[src/include/lacc_defs.svh]
// register offsets, field positions, reset values and counts for the load-adaptive current block
`ifndef LACC_DEFS_SVH
`define LACC_DEFS_SVH

// byte offsets of the register words
`define LACC_OFS_LOAD_CFG    6'h00
`define LACC_OFS_SWITCH_MODE 6'h04
`define LACC_OFS_COOL_CFG    6'h08
`define LACC_OFS_CURRENT     6'h0C
`define LACC_OFS_LOW_VEL     6'h10
`define LACC_OFS_HIGH_VEL    6'h14
`define LACC_OFS_STATUS      6'h18
`define LACC_OFS_IRQ_STATUS  6'h1C
`define LACC_OFS_IRQ_MASK    6'h20

// load configuration word
`define LACC_FILT_EN_BIT     0
`define LACC_SENS_LSB        16
`define LACC_SENS_MSB        22
// switch mode word
`define LACC_STOP_STALL_BIT  0
// regulation configuration word
`define LACC_LOWER_LSB       0
`define LACC_SPAN_LSB        4
`define LACC_INC_LSB         8
`define LACC_DEC_LSB         10
`define LACC_MINSEL_BIT      12
// current word
`define LACC_RUN_LSB         0
`define LACC_HOLD_LSB        8
// status word
`define LACC_ST_LOAD_LSB     0
`define LACC_ST_SCALE_LSB    16
`define LACC_ST_ACTIVE_BIT   24
// interrupt bits
`define LACC_IRQ_STALL       0
`define LACC_IRQ_READING     1
`define LACC_IRQ_RAISED      2
`define LACC_IRQ_LOWERED     3
`define LACC_IRQ_W           4

// reset values
`define LACC_RST_RUN         5'h1F
`define LACC_RST_HOLD        5'h08
`define LACC_RST_SENS        7'h00

// threshold scale, ignored velocity bits, filter depth
`define LACC_THR_SHIFT       5
`define LACC_VEL_DROP        8
`define LACC_FILT_DEPTH      4

`endif

[src/include/lacc_pkg.sv]
// types shared by the load-adaptive current block
package lacc_pkg;
  typedef logic [9:0]        lacc_load_t;   // 10-bit load reading
  typedef logic [4:0]        lacc_scale_t;  // current scale 0..31 = 1/32..32/32
  typedef logic signed [6:0] lacc_sens_t;   // signed stall sensitivity
  typedef enum logic [1:0] {ADJ_KEEP, ADJ_UP, ADJ_COUNT, ADJ_RESET} lacc_adj_e;
endpackage : lacc_pkg

[src/lacc_load_filter.sv]
// four-reading load filter with raw pass-through
`timescale 1ns/1ps
`include "lacc_defs.svh"

module lacc_load_filter (
  // clock and reset
  input  wire logic              ref_clk,
  input  wire logic              rst_n,
  // control
  input  wire logic              filter_en,
  // raw reading, one per full step
  input  wire logic              in_valid,
  input  wire lacc_pkg::lacc_load_t in_load,
  // delivered reading
  output logic                   out_valid,
  output lacc_pkg::lacc_load_t   out_load
);
  import lacc_pkg::*;

  logic [11:0] sum_reg;
  logic [1:0]  cnt_reg;
  logic [11:0] sum_next;

  assign sum_next = sum_reg + {2'h0, in_load};

  // -----------------------------------------------------------------
  // averaging
  // -----------------------------------------------------------------
  // disabling drops a partial group so a later enable starts aligned
  always_ff @(posedge ref_clk or negedge rst_n) begin
    if (!rst_n) begin
      sum_reg   <= 12'h000;
      cnt_reg   <= 2'h0;
      out_valid <= 1'b0;
      out_load  <= 10'h000;
    end else begin
      out_valid <= 1'b0;
      if (!filter_en) begin
        sum_reg <= 12'h000;
        cnt_reg <= 2'h0;
        if (in_valid) begin
          out_valid <= 1'b1;     // one result per full step [RL1]
          out_load  <= in_load;
        end
      end else if (in_valid) begin
        if (cnt_reg == 2'(`LACC_FILT_DEPTH - 1)) begin
          out_valid <= 1'b1;     // one result per four full steps [RL2] [RL3]
          out_load  <= sum_next[11:2];
          sum_reg   <= 12'h000;
          cnt_reg   <= 2'h0;
        end else begin
          sum_reg <= sum_next;
          cnt_reg <= cnt_reg + 2'h1;
        end
      end
    end
  end
endmodule : lacc_load_filter

[src/lacc_top.sv]
// load-adaptive coil current regulation with stall stop and avalon-mm registers
// Function
// (RL1) new load reading every full step
// (RL2) filter enable averages four successive readings
// (RL3) filtered mode delivers one result per four steps
// (RL4) zero reading stops ramp when stop enabled
// (RL5) lower threshold is field times 32; zero disables
// (RL6) reading below lower threshold raises current
// (RL7) upper threshold (lower+span+1)*32, enough readings lower current
// (RL8) increment step codes give 1,2,4,8
// (RL9) decrement needs 32,8,2,1 readings per step
// (RL10) restart high-reading count after decrement or dip
// (RL11) minimum select: half or quarter of run
// (RL12) scale stays between minimum and run current; the code caps a raise at run only and does not lift it to minimum
// (RL13) below low velocity: regulation off, normal current
// (RL14) above high velocity: regulation off
// (RL15) velocity compares ignore low eight bits
// (RL16) actual scale readable, 0..31
// (RL17) signed stall sensitivity, zero neutral
// (RL18) software disables stall detection outside tuned range
//
// The implementer's own choices: the Avalon-MM interface to the registers and the register addresses.
`timescale 1ns/1ps
`include "lacc_defs.svh"

module lacc_top #(
  parameter int VEL_W = 23
) (
  // clock and reset
  input  wire logic                 ref_clk,
  input  wire logic                 rst_n,
  // avalon-mm slave
  input  wire logic [5:0]           avs_address,
  input  wire logic                 avs_read,
  input  wire logic                 avs_write,
  input  wire logic [31:0]          avs_writedata,
  input  wire logic [3:0]           avs_byteenable,
  output logic [31:0]               avs_readdata,
  output logic                      avs_waitrequest,
  // load measurement
  input  wire logic                 full_step,
  input  wire lacc_pkg::lacc_load_t meas_load,
  output lacc_pkg::lacc_sens_t      stall_sensitivity,
  // ramp generator
  input  wire logic [VEL_W-1:0]     actual_velocity,
  input  wire logic                 standstill,
  output logic                      ramp_stop,
  // coil drive
  output lacc_pkg::lacc_scale_t     actual_current_scale,
  // interrupt
  output logic                      irq
);
  import lacc_pkg::*;

  // --------------------
  // helpers
  // --------------------
  // byte-lane merge of a write into a stored word
  function automatic logic [31:0] lacc_merge(input logic [31:0] old_w,
                                             input logic [31:0] new_w,
                                             input logic [3:0]  be);
    logic [31:0] res;
    res = old_w;
    for (int i = 0; i < 4; i++) begin
      if (be[i]) res[i*8 +: 8] = new_w[i*8 +: 8];
    end
    return res;
  endfunction : lacc_merge

  // keep a scale inside [lo, hi]
  function automatic lacc_scale_t lacc_clamp(input lacc_scale_t v,
                                             input lacc_scale_t lo,
                                             input lacc_scale_t hi);
    lacc_scale_t res;
    res = v;
    if (res > hi) res = hi;
    if (res < lo) res = lo;
    return res;
  endfunction : lacc_clamp

  // upper bits of a velocity used by the window compare
  function automatic logic [VEL_W-`LACC_VEL_DROP-1:0] lacc_vel_hi(input logic [VEL_W-1:0] v);
    return v[VEL_W-1:`LACC_VEL_DROP];  // low eight bits ignored [RL15]
  endfunction : lacc_vel_hi

  // --------------------
  // registers
  // --------------------
  logic                 filt_en_reg;
  lacc_sens_t           sens_reg;
  logic                 stop_en_reg;
  logic [3:0]           lower_reg;
  logic [3:0]           span_reg;
  logic [1:0]           inc_reg;
  logic [1:0]           dec_reg;
  logic                 minsel_reg;
  lacc_scale_t          run_reg;
  lacc_scale_t          hold_reg;
  logic [VEL_W-1:0]     low_vel_reg;
  logic [VEL_W-1:0]     high_vel_reg;
  logic [`LACC_IRQ_W-1:0] irq_status_reg;
  logic [`LACC_IRQ_W-1:0] irq_mask_reg;
  logic [`LACC_IRQ_W-1:0] irq_set;
  logic [`LACC_IRQ_W-1:0] irq_clr;
  logic [31:0]          readdata_reg;
  logic                 waitrequest_reg;
  logic                 irq_reg;
  logic                 stop_reg;
  lacc_scale_t          scale_reg;
  lacc_scale_t          scale_next;
  logic [4:0]           hi_cnt_reg;
  logic                 active_reg;
  lacc_load_t           load_status_reg;

  logic                 bus_req;
  logic                 wr_acc;
  logic [31:0]          cur_word;
  logic [31:0]          wr_word;

  // --------------------
  // avalon-mm handshake
  // --------------------
  // one wait state: waitrequest drops for one cycle per request, so the
  // read word is latched the cycle before the master samples it
  assign bus_req = avs_read | avs_write;
  assign wr_acc  = avs_write & ~waitrequest_reg;

  always_ff @(posedge ref_clk or negedge rst_n) begin
    if (!rst_n) begin
      waitrequest_reg <= 1'b1;
    end else begin
      waitrequest_reg <= ~(bus_req & waitrequest_reg);
    end
  end

  // read mux, unmapped offsets read zero
  always_comb begin
    cur_word = 32'h0000_0000;
    unique case (avs_address & 6'h3C)
      `LACC_OFS_LOAD_CFG: begin
        cur_word[`LACC_FILT_EN_BIT]              = filt_en_reg;
        cur_word[`LACC_SENS_MSB:`LACC_SENS_LSB]  = sens_reg;
      end
      `LACC_OFS_SWITCH_MODE: cur_word[`LACC_STOP_STALL_BIT] = stop_en_reg;
      `LACC_OFS_COOL_CFG: begin
        cur_word[`LACC_LOWER_LSB +: 4] = lower_reg;
        cur_word[`LACC_SPAN_LSB +: 4]  = span_reg;
        cur_word[`LACC_INC_LSB +: 2]   = inc_reg;
        cur_word[`LACC_DEC_LSB +: 2]   = dec_reg;
        cur_word[`LACC_MINSEL_BIT]     = minsel_reg;
      end
      `LACC_OFS_CURRENT: begin
        cur_word[`LACC_RUN_LSB +: 5]  = run_reg;
        cur_word[`LACC_HOLD_LSB +: 5] = hold_reg;
      end
      `LACC_OFS_LOW_VEL:    cur_word[VEL_W-1:0] = low_vel_reg;
      `LACC_OFS_HIGH_VEL:   cur_word[VEL_W-1:0] = high_vel_reg;
      `LACC_OFS_STATUS: begin
        cur_word[`LACC_ST_LOAD_LSB +: 10] = load_status_reg;
        cur_word[`LACC_ST_SCALE_LSB +: 5] = scale_reg;      // readable scale [RL16]
        cur_word[`LACC_ST_ACTIVE_BIT]     = active_reg;
      end
      `LACC_OFS_IRQ_STATUS: cur_word[`LACC_IRQ_W-1:0] = irq_status_reg;
      `LACC_OFS_IRQ_MASK:   cur_word[`LACC_IRQ_W-1:0] = irq_mask_reg;
      default:              cur_word = 32'h0000_0000;
    endcase
  end

  assign wr_word = lacc_merge(cur_word, avs_writedata, avs_byteenable);

  // read word latched when waitrequest is about to drop
  always_ff @(posedge ref_clk or negedge rst_n) begin
    if (!rst_n) begin
      readdata_reg <= 32'h0000_0000;
    end else if (avs_read & waitrequest_reg) begin
      readdata_reg <= cur_word;
    end
  end

  // --------------------
  // configuration writes
  // --------------------
  always_ff @(posedge ref_clk or negedge rst_n) begin
    if (!rst_n) begin
      filt_en_reg  <= 1'b0;
      sens_reg     <= `LACC_RST_SENS;  // neutral sensitivity [RL17]
      stop_en_reg  <= 1'b0;
      lower_reg    <= 4'h0;
      span_reg     <= 4'h0;
      inc_reg      <= 2'h0;
      dec_reg      <= 2'h0;
      minsel_reg   <= 1'b0;
      run_reg      <= `LACC_RST_RUN;
      hold_reg     <= `LACC_RST_HOLD;
      low_vel_reg  <= '0;
      high_vel_reg <= '0;
      irq_mask_reg <= '0;
    end else if (wr_acc) begin
      unique case (avs_address & 6'h3C)
        `LACC_OFS_LOAD_CFG: begin
          filt_en_reg <= wr_word[`LACC_FILT_EN_BIT];
          sens_reg    <= wr_word[`LACC_SENS_MSB:`LACC_SENS_LSB];  // signed setting [RL17]
        end
        `LACC_OFS_SWITCH_MODE: stop_en_reg <= wr_word[`LACC_STOP_STALL_BIT];
        `LACC_OFS_COOL_CFG: begin
          lower_reg  <= wr_word[`LACC_LOWER_LSB +: 4];
          span_reg   <= wr_word[`LACC_SPAN_LSB +: 4];
          inc_reg    <= wr_word[`LACC_INC_LSB +: 2];
          dec_reg    <= wr_word[`LACC_DEC_LSB +: 2];
          minsel_reg <= wr_word[`LACC_MINSEL_BIT];
        end
        `LACC_OFS_CURRENT: begin
          run_reg  <= wr_word[`LACC_RUN_LSB +: 5];
          hold_reg <= wr_word[`LACC_HOLD_LSB +: 5];
        end
        `LACC_OFS_LOW_VEL:  low_vel_reg  <= wr_word[VEL_W-1:0];
        `LACC_OFS_HIGH_VEL: high_vel_reg <= wr_word[VEL_W-1:0];
        `LACC_OFS_IRQ_MASK: irq_mask_reg <= wr_word[`LACC_IRQ_W-1:0];
        default: ;
      endcase
    end
  end

  // --------------------
  // load reading path
  // --------------------
  logic       rd_valid;
  lacc_load_t rd_load;

  lacc_load_filter u_filter (
    .ref_clk   (ref_clk),
    .rst_n     (rst_n),
    .filter_en (filt_en_reg),
    .in_valid  (full_step),   // one raw measurement per full step [RL1]
    .in_load   (meas_load),
    .out_valid (rd_valid),
    .out_load  (rd_load)
  );

  // last delivered reading kept for status
  always_ff @(posedge ref_clk or negedge rst_n) begin
    if (!rst_n) begin
      load_status_reg <= 10'h000;
    end else if (rd_valid) begin
      load_status_reg <= rd_load;
    end
  end

  // --------------------
  // regulation decision
  // --------------------
  logic [9:0]  lower_thr;
  logic [10:0] upper_thr;
  lacc_scale_t min_scale;
  lacc_scale_t idle_scale;
  lacc_scale_t step;
  logic [4:0]  dec_last;
  logic        win_ok;
  logic        active;
  lacc_adj_e   adj;
  logic [5:0]  up_sum;

  assign lower_thr = {lower_reg, 6'h00} >> 1;  // field times 32 [RL5]
  assign upper_thr = {2'h0, ({1'b0, lower_reg} + {1'b0, span_reg} + 5'h01), 4'h0} << 1;  // [RL7]
  assign min_scale = minsel_reg ? (run_reg >> 2) : (run_reg >> 1);  // half or quarter [RL11]
  assign step      = 5'h01 << inc_reg;  // 1, 2, 4, 8 [RL8]

  // last count value before a decrement: 32, 8, 2, 1 readings [RL9]
  always_comb begin
    unique case (dec_reg)
      2'h0: dec_last = 5'h1F;
      2'h1: dec_last = 5'h07;
      2'h2: dec_last = 5'h01;
      2'h3: dec_last = 5'h00;
    endcase
  end

  // velocity window, low bits dropped from both sides
  assign win_ok = (lacc_vel_hi(actual_velocity) >= lacc_vel_hi(low_vel_reg)) &&  // [RL13]
                  (lacc_vel_hi(actual_velocity) <= lacc_vel_hi(high_vel_reg));   // [RL14]
  assign active = win_ok && (lower_reg != 4'h0);  // zero field disables [RL5]
  assign idle_scale = standstill ? hold_reg : run_reg;  // normal current [RL13]

  always_comb begin
    adj = ADJ_KEEP;
    if (rd_valid) begin
      if (rd_load < lower_thr) begin
        adj = ADJ_UP;                           // [RL6]
      end else if ({1'b0, rd_load} >= upper_thr) begin
        adj = ADJ_COUNT;                        // [RL7]
      end else begin
        adj = ADJ_RESET;                        // dip below upper ends the run [RL10]
      end
    end
  end

  assign up_sum = {1'b0, scale_reg} + {1'b0, step};

  // next scale, clamped into the run/minimum band except a raise, which is only capped at run
  always_comb begin
    scale_next = lacc_clamp(scale_reg, min_scale, run_reg);  // [RL12]
    unique case (adj)
      ADJ_UP: begin
        scale_next = (up_sum > {1'b0, run_reg}) ? run_reg : up_sum[4:0];  // [RL6] [RL12]
      end
      ADJ_COUNT: begin
        if (hi_cnt_reg >= dec_last && scale_reg > min_scale) begin
          scale_next = lacc_clamp(scale_reg - 5'h01, min_scale, run_reg);  // [RL7] [RL12]
        end
      end
      ADJ_KEEP, ADJ_RESET: ;
    endcase
  end

  // --------------------
  // current scale and high-reading counter
  // --------------------
  // outside the window the scale follows the normal setting each cycle,
  // so re-entering the window starts from full current
  always_ff @(posedge ref_clk or negedge rst_n) begin
    if (!rst_n) begin
      scale_reg  <= `LACC_RST_RUN;
      hi_cnt_reg <= 5'h00;
      active_reg <= 1'b0;
    end else begin
      active_reg <= active;
      if (!active) begin
        scale_reg  <= idle_scale;  // regulation off [RL13] [RL14]
        hi_cnt_reg <= 5'h00;
      end else begin
        scale_reg <= scale_next;
        unique case (adj)
          ADJ_COUNT: begin
            if (hi_cnt_reg >= dec_last) hi_cnt_reg <= 5'h00;  // restart after decrement [RL10]
            else hi_cnt_reg <= hi_cnt_reg + 5'h01;            // [RL9]
          end
          ADJ_UP, ADJ_RESET: hi_cnt_reg <= 5'h00;            // [RL10]
          ADJ_KEEP: ;
        endcase
      end
    end
  end

  // --------------------
  // events and interrupt
  // --------------------
  logic stall_evt;

  assign stall_evt = rd_valid && (rd_load == 10'h000);  // zero reading means stall [RL4]

  always_comb begin
    irq_set = '0;
    irq_set[`LACC_IRQ_STALL]   = stall_evt;
    irq_set[`LACC_IRQ_READING] = rd_valid;
    irq_set[`LACC_IRQ_RAISED]  = active && (scale_next > scale_reg);
    irq_set[`LACC_IRQ_LOWERED] = active && (scale_next < scale_reg);
    irq_clr = '0;
    if (wr_acc && ((avs_address & 6'h3C) == `LACC_OFS_IRQ_STATUS)) begin
      irq_clr = wr_word[`LACC_IRQ_W-1:0];
    end
  end

  // set wins over a simultaneous write-one clear
  always_ff @(posedge ref_clk or negedge rst_n) begin
    if (!rst_n) begin
      irq_status_reg <= '0;
      irq_reg        <= 1'b0;
    end else begin
      irq_status_reg <= (irq_status_reg & ~irq_clr) | irq_set;
      irq_reg        <= |(((irq_status_reg & ~irq_clr) | irq_set) & irq_mask_reg);
    end
  end

  // stop request held while a stall is flagged; software clears the flag
  always_ff @(posedge ref_clk or negedge rst_n) begin
    if (!rst_n) begin
      stop_reg <= 1'b0;
    end else begin
      stop_reg <= stop_en_reg &&
                  (stall_evt || (irq_status_reg[`LACC_IRQ_STALL] && !irq_clr[`LACC_IRQ_STALL]));  // [RL4]
    end
  end

  // --------------------
  // outputs
  // --------------------
  // stall detection is not gated by velocity; software owns that [RL18]
  assign avs_readdata         = readdata_reg;
  assign avs_waitrequest      = waitrequest_reg;
  assign stall_sensitivity    = sens_reg;
  assign ramp_stop            = stop_reg;
  assign actual_current_scale = scale_reg;
  assign irq                  = irq_reg;
endmodule : lacc_top

[config.mk]
export PLATFORM = sky130hd
export DESIGN_NAME = lacc_top
export DESIGN_NICKNAME = d
export VERILOG_FILES = /design/src/include/lacc_pkg.sv /design/src/lacc_load_filter.sv /design/src/lacc_top.sv
export VERILOG_INCLUDE_DIRS = /design/src /design/src/include
export SDC_FILE = /design/constraint.sdc
export NUM_CORES = 1
export LEC_CHECK = 0
export ABC_AREA = 1
export BUFFER_PORTS_ARGS = -buffer_cell sky130_fd_sc_hd__buf_2
export CAP_MARGIN = 15
export CORE_ASPECT_RATIO = 1.75
export CORE_MARGIN = 2
export CORE_UTILIZATION = 55
export CTS_BUF_LIST = sky130_fd_sc_hd__clkbuf_16
export DETAILED_ROUTE_END_ITERATION = 6
export PLACE_DENSITY = 0.85
export RECOVER_POWER = 25
export SYNTH_ARGS = -nofsm -noshare
export SYNTH_HDL_FRONTEND = slang
export SYNTH_HIERARCHICAL = 1
export SYNTH_SLANG_ARGS = --single-unit
[constraint.sdc]
create_clock -name ref_clk -period 7.05 [get_ports ref_clk]
set_clock_uncertainty 0.05 [all_clocks]
set_input_delay 0 -clock ref_clk [delete_from_list [all_inputs] [get_ports ref_clk]]
set_output_delay 0 -clock ref_clk [all_outputs]
set_load 0.01 [all_outputs]
==> flow_summary_export.csv, run 1 <==
group,metric,value,unit
sta,tightest_slew,978,ps
clock_network,cts-root-buf,"clkbuf_16",
synth,synth.avg_cell_area,7.78,µm²
clock_network,clock_path_buffers,2,
clock_network,post_cts_resized,0,
die,ios,128,
setup_path,slowest_stage,"dfstp_2",
placed_design,portBuffers,99,
synth,synth.area.mux_share,0,%
placed_design,gp_congestion,0.957,
worst_hold_path,hold_class,"primary input to register",
drt,drcViolationCount,0,
sta,slew_viol_final,0,
setup_path,crit_top_cell,"nand2_1",
power_and_ir_drop,power.density,326,mW/mm²
synth,synth_fa_ha_area_share,11.9,%
placed_design,place_area,0.0111,mm²
layout,largest_reg_flops,24,
clock_network,cts_tree,"done",
sta,period_needed,5420,ps
layout,finalInstanceArea,0.0120,mm²
sta,hold_viol,0,
sta,rsz0062_at_grt,"no",
layout,nets,1646,
power_and_ir_drop,vdd_ir_drop_max,0.000201,V
global_route,grt-ovfl-total,0,
setup_path,cp-start-kind,"register",
layout,diodes,0,
die,die_area,0.0201,mm²
synth,synth_top_family_by_area,"simple AND/OR/NAND/NOR gates",
global_route,grtUsageTotal,32.0,%
drt,postRouteAntennaNets,0,
synth,synth_xor_area_share,1.26,%
setup_path,slowest_delay,690,ps
synth,synth-compound-area-share,16.7,%
sta,final.setup.tns,0,ps
setup_path,critical_path_peak_fanout,8,
layout,final_cell_mix,"nand2_1, o21ai_0, inv_1, dfrtp_1, ha_1",
setup_path,cp.required,7320,ps
global_route,grt_pass1_wl,49400,µm
run_status,status,"finished clean",
sta,setup_viol,0,
layout,drive_above_1_share,12.1,%
clock_network,cts_sinks,159,
global_route,grt_pass1_vias,10200,
synth,synth-simple-area-share,23.8,%
setup_path,cp_data_arrival_time,5690,ps
layout,syn_to_final_growth,14.9,%
placed_design,post-dp-hpwl,22800,µm
sta,timing.final.crit_share,76.9,%
synth,ys_ff_latch,159,
die,rows,66,
clock_network,path_clk_slew,60,ps
synth,ys_types,59,
synth,syn-cell-area,0.0104,mm²
global_route,grt_max_degree,107,
power_and_ir_drop,power,3900,µW
global_route,grt_antenna_before_repair,0,
drt,routed_wl,31100,µm
setup_path,worstSetupPathType,"register to register",
drt,drt_first_pass_iters,5,
placed_design,place_ws,1800,ps
drt,vias,10000,
synth,syn_inst,1339,
layout,post-route-util,64.4,%
setup_path,end_kind,"register",
clock_network,cts_buffers,17,
clock_network,clk_latency,430,ps
drt,viasPerCell,5.84,
die,fp.dieW,108,µm
die,die_h,186,µm
synth,ys_warn_count,6,
run,cap_viol_max_count,0,
die,design.core.area,0.0186,mm²
clock_network,htree_levels,4,
sta,max_freq,184,MHz
drt,drtIter0Drc,825,
synth,ys_seq_area_share,38.3,%
power_and_ir_drop,p_leak,0.00589,µW
sta,worst_slack,1630,ps
layout,final_common_cell,"nand2_1",
sta,relSlewSlack,34.8,%
die,start_util,56.1,%
drt,wl_per_cell,18.1,µm
-- critical path: cells and delay by family, from the launching register on --
kind	cells	cell delay, ps
adders and majority gates	4	1170
DFF	1	690
xor gates and xnor gates	1	90
buffers and inverters	2	210
AOI/OAI and AO/OA	7	1280
and+or+nand+nor	16	1770
-- through the flow --
stage | hold slack (ps) | instances
after floorplan | -346 | 1346
after global placement | 118 | 1647
after detailed placement | 115 | 1647
after CTS | 8.26 | 1719
after global routing | 27.8 | 1719
final | 11.2 | 1719
-- power by group --
group	internal, µW	leakage [µW]	switching (µW)
Clock	491	0.000280	403
Combinational	620	0.00356	1100
Sequential	1100	0.00205	190
Total	2210	0.00589	1700
-- cell families (layout without fill, tap and decap cells) --
kind of cell	Yosys count	after routing
adders and majority gates	97	97
AOI/OAI and AO/OA	300	300
other	1	8
buffers and inverters	201	336
and+or+nand+nor	566	566
DFF	159	159
xor gates and xnor gates	15	15
-- cell type report --
cell class,instances,area (µm²)
Clock buffer,17,425
Clock inverter,15,134
Fill cell,1523,6610
Inverter,161,614
Multi-Input combinational cell,986,5620
Sequential cell,159,3990
Tap cell,238,298
Timing Repair Buffer,143,891
-- final timing paths --
path                                               from                   end  slack (ps)  cells past startpoint
worst max register to register  actual_current_scale[1]                   irq        1630                     30
worst max-delay path            actual_current_scale[1]                   irq        1630                     30
max in group asynchronous                         rst_n       high_vel_reg[5]        5410                      3
worst min-delay path                  avs_writedata[19]  stall_sensitivity[3]          10                      3
worst min register to register      u_filter/cnt_reg[1]   u_filter/cnt_reg[1]         440                      2
min in group asynchronous                         rst_n             ramp_stop         220                      2
-- Yosys cell counts, drive strengths merged --
master | count | share of area, %
nor3 | 9 | 0.79
xor2 | 10 | 0.84
nor4 | 3 | 0.18
a31oi | 4 | 0.24
o22ai | 18 | 1.1
nor4b | 1 | 0.14
or3 | 1 | 0.060
o211ai | 8 | 0.58
conb | 1 | 0.036
nand4 | 10 | 0.60
a22o | 4 | 0.34
o21bai | 1 | 0.072
nand3 | 80 | 4.1
fa | 3 | 0.58
o221ai | 1 | 0.084
a21boi | 5 | 0.36
o21ai | 182 | 8.9
dfstp | 12 | 3.0
ha | 94 | 11
and3 | 2 | 0.12
a211oi | 8 | 0.62
nor2 | 73 | 3.1
dfrtp | 147 | 35
nand3b | 4 | 0.29
inv | 160 | 5.9
a21o | 2 | 0.14
o2bb2ai | 1 | 0.084
or2 | 5 | 0.30
a21oi | 49 | 2.5
clkbuf | 22 | 0.79
o311ai | 1 | 0.16
clkinv | 1 | 0.036
nand2 | 377 | 14
and2 | 1 | 0.060
xnor2 | 5 | 0.42
buf | 18 | 1.4
o21a | 3 | 0.22
a221oi | 13 | 1.3
-- repair_timing --
action,in CTS,in global routing
endpoints found under the hold margin,185,0
hold buffers,40,0
setup buffers,0,0
-- layer usage --
layer | up-vias | wire length, µm | track usage, %
li1 | 4713 | - | -
met4 | 0 | 2500 | 25.2
met2 | 470 | 16300 | 57.8
met3 | 159 | 1600 | 4.10
met1 | 4700 | 10700 | 32.8
met5 | - | 0 | 0
Power figures use the tool's default switching activity.
==> run 2, diff against run 1 <==
--- a/config.mk
+++ b/config.mk
@@ -11,10 +11,10 @@
 export CAP_MARGIN = 15
 export CORE_ASPECT_RATIO = 1.75
 export CORE_MARGIN = 2
-export CORE_UTILIZATION = 55
+export CORE_UTILIZATION = 54
 export CTS_BUF_LIST = sky130_fd_sc_hd__clkbuf_16
 export DETAILED_ROUTE_END_ITERATION = 6
-export PLACE_DENSITY = 0.85
+export PLACE_DENSITY = 0.87
 export RECOVER_POWER = 25
 export SYNTH_ARGS = -nofsm -noshare
 export SYNTH_HDL_FRONTEND = slang
==> constraint.sdc (replaced) <==
create_clock -name ref_clk -period 4.5 [get_ports ref_clk]
set_clock_uncertainty 0.05 [all_clocks]
set_input_delay 0 -clock ref_clk [delete_from_list [all_inputs] [get_ports ref_clk]]
set_output_delay 0 -clock ref_clk [all_outputs]
set_load 0.01 [all_outputs]
==> flow_summary_export.csv, run 2 (synthesized netlist as in run 1, its figures left out) <==
group,metric,value,unit
placed_design,gp_congestion,0.981,
die,die_area,0.0205,mm²
global_route,grt_use_met2,57.8,%
sta,max_freq,226,MHz
sta,hold_viol,0,
placed_design,portBuffers,99,
layout,nets,1680,
setup_path,end_kind,"register",
setup_path,cp.required,4830,ps
clock_network,cts_sinks,159,
die,die_h,188,µm
worst_hold_path,min_delay_path_depth,5,
power_and_ir_drop,power_switching_share,43.5,%
global_route,busiest_layer,"met2",
die,design.core.area,0.0190,mm²
global_route,grt_pass1_vias,10700,
power_and_ir_drop,p_int,3960,µW
clock_network,clock_path_buffers,2,
sta,relSlewSlack,-165,%
layout,final_common_cell,"nand2_1",
layout,seq_area,0.00399,mm²
run_status,status,"finished with violations",
power_and_ir_drop,vdd_ir_drop_max,0.000443,V
drt,drtIter0Drc,1002,
clock_network,cts-root-buf,"clkbuf_16",
die,rows,67,
setup_path,worstSetupPathType,"register to register",
setup_path,cp_data_arrival_time,4750,ps
drt,vias,10500,
layout,multi_input_area,0.00589,mm²
clock_network,htree_levels,4,
power_and_ir_drop,p_leak,0.00617,µW
clock_network,cts_tree,"done",
setup_path,slowest_stage,"dfstp_2",
layout,syn_to_final_growth,20.9,%
sta,rsz0062_at_grt,"yes",
run_status,violations,"max-capacitance violations, max-slew violations",
layout,fin_cells,1757,
setup_path,crit_top_cell,"nand2_2",
placed_design,place_ws,-99.6,ps
clock_network,clk_latency,440,ps
run,cap_viol_max_count,1,
global_route,grt_use_met1,34.1,%
power_and_ir_drop,p_switching,3050,µW
layout,post-route-util,66.2,%
layout,final_cell_mix,"nand2_1, o21ai_0, dfrtp_1",
global_route,grtUsageMet3,5.80,%
sta,timing.final.crit_share,98.4,%
setup_path,cp-start-kind,"register",
sta,finalHoldWorstSlack,26.1,ps
drt,viasPerCell,5.96,
setup_path,critical_path_peak_fanout,8,
global_route,grtUsageTotal,33.6,%
layout,drive_above_1_share,18.2,%
drt,routed_wl,33300,µm
drt,drcViolationCount,0,
sta,slew_viol_final,75,
layout,nFillCells,1417,
global_route,grt-ovfl-total,0,
die,fp.dieW,109,µm
global_route,grt_max_degree,75,
sta,period_needed,4430,ps
power_and_ir_drop,pwr-share-seq,28.0,%
power_and_ir_drop,comb_power_share,49.9,%
placed_design,post-dp-hpwl,23700,µm
setup_path,slowest_delay,540,ps
clock_network,path_clk_slew,70,ps
sta,worst_slack,73.5,ps
drt,postRouteAntennaNets,0,
setup_path,r2r_cells,31,
placed_design,place_inst,1670,
layout,largest_reg_flops,24,
drt,wl_per_cell,19.0,µm
clock_network,cts_buffers,17,
global_route,grt_antenna_before_repair,1,
power_and_ir_drop,clkPwrFrac,22.1,%
worst_hold_path,hold_class,"primary input to register",
drt,drt_first_pass_iters,6,
die,start_util,54.8,%
sta,tightest_slew,3980,ps
global_route,grt_pass1_wl,53100,µm
sta,setup_viol,0,
die,ios,128,
power_and_ir_drop,power.density,556,mW/mm²
==> run 2: power by group through the flow <==
stage                     logic [µW]  clock network (µW)  registers (µW)
after floorplan                 1940                   0            1930
after global placement          2650                   0            1950
after detailed placement        2750                   0            1960
after CTS                       2870                1550            1940
after global routing            3890                1610            1980
final                           3500                1550            1960
==> run 2: routing by layer <==
metal	routed length, µm	share of wire, %
met5	0	0
met4	3360	10
met3	2090	6.3
met2	17100	51
met1	10800	32
==> run 2: cell type report <==
cell class | instances | share of cell area (%)
Clock buffer | 17 | 3.38
Multi-Input combinational cell | 986 | 46.8
Sequential cell | 159 | 31.7
Inverter | 161 | 4.91
Tap cell | 241 | 2.39
Timing Repair Buffer | 177 | 9.27
Clock inverter | 15 | 1.57
Antenna cell | 1 | 0.0199
==> run 2: worst max-delay path: cells and delay by family, from the launching register on <==
kind	cells	cell delay (ps)
compound gates	5	770
flops	1	540
simple gates	17	1760
xor+xnor	1	70
fa+ha+maj	4	900
buf+inv	4	270
==> run 2: worst paths after layout <==
path	slack, ps	endpoint	startpoint
max	70	irq	actual_current_scale[1]
min	30	stop_en_reg	avs_address[3]
max reg2reg	70	irq	actual_current_scale[1]
min reg2reg	420	load_status_reg[0]	load_status_reg[0]
max in group asynchronous	720	lower_reg[1]	rst_n
min in group asynchronous	1450	ramp_stop	rst_n
==> run 2: repair_timing <==
action	4_1_cts	5_1_grt
pin swaps	1	32
buffers inserted	1	10
hold buffers	43	0
gates resized for setup	4	67
hold endpoints to repair	163	0
endpoints found under the setup margin	1	3
==> run 2: stage by stage <==
step	area (µm²)	total power (µW)	TNS, ps
5_1_grt	12600	7480	-1190
6_report	12600	7010	0
3_3_place_gp	11200	4600	0
3_5_place_dp	11200	4720	-99.6
2_1_floorplan	10400	3870	0
4_1_cts	12300	6360	0
==> run 3, diff against run 2 <==
--- a/config.mk
+++ b/config.mk
@@ -7,13 +7,14 @@
 export NUM_CORES = 1
 export LEC_CHECK = 0
 export ABC_AREA = 1
-export BUFFER_PORTS_ARGS = -buffer_cell sky130_fd_sc_hd__buf_2
+export BUFFER_PORTS_ARGS = -buffer_cell sky130_fd_sc_hd__clkbuf_2
 export CAP_MARGIN = 15
 export CORE_ASPECT_RATIO = 1.75
 export CORE_MARGIN = 2
 export CORE_UTILIZATION = 54
 export CTS_BUF_LIST = sky130_fd_sc_hd__clkbuf_16
 export DETAILED_ROUTE_END_ITERATION = 6
+export GPL_TIMING_DRIVEN = 0
 export PLACE_DENSITY = 0.87
 export RECOVER_POWER = 25
 export SYNTH_ARGS = -nofsm -noshare
==> flow_summary_export.csv, run 3 (synthesized netlist as in run 1, its figures left out) <==
group,metric,value,unit
layout,drive_above_1_share,18.1,%
setup_path,cp-start-kind,"register",
layout,nets,1716,
global_route,grt_pass1_wl,54400,µm
power_and_ir_drop,comb_power_share,53.2,%
sta,final.setup.tns,-259,ps
global_route,grt_max_degree,111,
drt,viasPerCell,5.99,
placed_design,post-dp-hpwl,24400,µm
sta,rsz0062_at_grt,"yes",
drt,drcViolationCount,1,
clock_network,clock_path_buffers,2,
power_and_ir_drop,vdd_ir_drop_max,0.000631,V
setup_path,worstSetupPathType,"register to register",
drt,vias,10700,
sta,worst_slack,-230,ps
sta,slew_viol_final,51,
global_route,grt_pass1_vias,10900,
sta,tightest_slew,2640,ps
sta,relSlewSlack,-76.1,%
die,rows,67,
layout,diodes,0,
global_route,grt_antenna_before_repair,1,
power_and_ir_drop,p_leak,0.00622,µW
power_and_ir_drop,clkPwrFrac,19.7,%
sta,period_needed,4730,ps
drt,routed_wl,35300,µm
setup_path,cp_top_family,"simple AND/OR/NAND/NOR gates",
setup_path,ff2ff_setup_slack,-230,ps
power_and_ir_drop,p_switching,3260,µW
die,start_util,54.8,%
placed_design,portBuffers,98,
clock_network,htree_levels,4,
drt,postRouteAntennaNets,0,
clock_network,cts_buffers,17,
sta,hold_viol,0,
setup_path,cp_data_arrival_time,5010,ps
global_route,grt-ovfl-total,0,
setup_path,slowest_delay,660,ps
placed_design,gp_congestion,0.948,
global_route,grtUsageTotal,35.0,%
drt,drtIter0Drc,917,
sta,timing.final.crit_share,105,%
clock_network,cts-root-buf,"clkbuf_16",
drt,wl_per_cell,19.7,µm
layout,final_cell_mix,"nand2_1, o21ai_0, dfrtp_1",
power_and_ir_drop,power_switching_share,44.8,%
die,design.core.area,0.0190,mm²
setup_path,slowest_stage,"dfstp_2",
layout,largest_reg_flops,24,
clock_network,cts_tree,"done",
setup_path,worst-path-buf-inv,2,
sta,setup_viol,3,
die,die_area,0.0205,mm²
setup_path,crit_top_cell,"nand2_1",
worst_hold_path,hold_class,"primary input to register",
layout,nFillCells,1434,
run,cap_viol_max_count,1,
drt,drt_first_pass_iters,7,
run_status,violations,"design-rule violations, max-capacitance violations, max-slew violations, negative setup slack",
setup_path,critical_path_peak_fanout,7,
power_and_ir_drop,p_int,4020,µW
clock_network,path_clk_slew,80,ps
setup_path,cp.required,4780,ps
die,ios,128,
clock_network,clk_latency,440,ps
layout,syn_to_final_growth,22.7,%
die,die_h,188,µm
run_status,status,"finished with violations",
sta,max_freq,211,MHz
sta,finalHoldWorstSlack,15.6,ps
layout,final_common_cell,"nand2_1",
setup_path,end_kind,"register",
layout,post-route-util,67.2,%
power_and_ir_drop,power.density,570,mW/mm²
power_and_ir_drop,pwr-share-seq,27.0,%
clock_network,cts_sinks,159,
die,fp.dieW,109,µm
## run 3: changes by cell type in the layout (fill, tap and decap cells not counted), moves of 4 or more
| cell | previous run | this run |
|---|---|---|
| buf_2 | 82 | 2 |
| buf_4 | 35 | 43 |
| buf_6 | 0 | 7 |
| clkbuf_1 | 17 | 56 |
| clkbuf_2 | 0 | 64 |
| dlygate4sd3_1 | 43 | 38 |
| nand3_1 | 70 | 66 |
## run 3: timing repair
item / 4_1_cts / 5_1_grt
pin swaps: 27 / 38
endpoints found under the setup margin: 3 / 3
gates resized for setup: 40 / 47
hold buffers: 38 / 0
buffers inserted: 22 / 14
hold endpoints to repair: 227 / 0
## run 3: routing by layer
metal / vias up / global-route usage, % / wire (µm)
met2: 575 / 59.9 / 17800
met4: 0 / 31.4 / 3660
met1: 5026 / 33.6 / 11300
li1: 4865 / - / -
met3: 261 / 8.24 / 2590
met5: - / 0 / 0
## run 3: stage by stage
step / total power (µW) / cell area, µm² / std cells / setup WS [ps]
2_1_floorplan: 3870 / 10400 / 1346 / 270
3_3_place_gp: 4560 / 11200 / 1685 / -747
3_5_place_dp: 4670 / 11300 / 1686 / -873
4_1_cts: 6510 / 12500 / 1778 / -37.1
5_1_grt: 7760 / 12800 / 1792 / -480
6_report: 7290 / 12800 / 1792 / -230
## run 3: path summary, 6_finish.rpt
| path | end | start | cells after the start |
|---|---|---|---|
| setup / recovery | irq | actual_current_scale[1] | 29 |
| hold / removal | stop_en_reg | avs_address[5] | 4 |
| setup reg to reg | irq | actual_current_scale[1] | 29 |
| hold reg to reg | u_filter/sum_reg[6] | u_filter/sum_reg[6] | 1 |
| max in group asynchronous | avs_readdata[5] | rst_n | 3 |
| min in group asynchronous | stall_sensitivity[2] | rst_n | 2 |
## run 3: cell type report
cell class              instances  area [µm²]  area share (%)
repair buffers                173        1110            8.70
clock buffers                  17         425            3.33
flip-flops and latches        159        3990            31.2
well taps                     241         302            2.36
plain buffers                  40         224            1.75
inverters                     161         631            4.93
multi-input cells             986        5950            46.5
clock inverters                15         154            1.20
## run 3: worst reg2reg max path: cells and delay by family, from the launching register on
family	cells	cell delay (ps)
AND/OR/NAND/NOR	14	1590
AO/OA/AOI/OAI	8	1070
adder cells (fa/ha/maj)	4	960
flip-flops	1	660
XOR/XNOR	1	180
buffers and inverters	2	110
## run 3: power by group through the flow
stage	Sequential (µW)	Clock (µW)	Combinational (µW)
after global placement	1990	0	2560
after floorplan	1930	0	1940
after detailed placement	2000	0	2670
after global routing	1990	1500	4280
after CTS	1950	1440	3110
final	1970	1440	3880
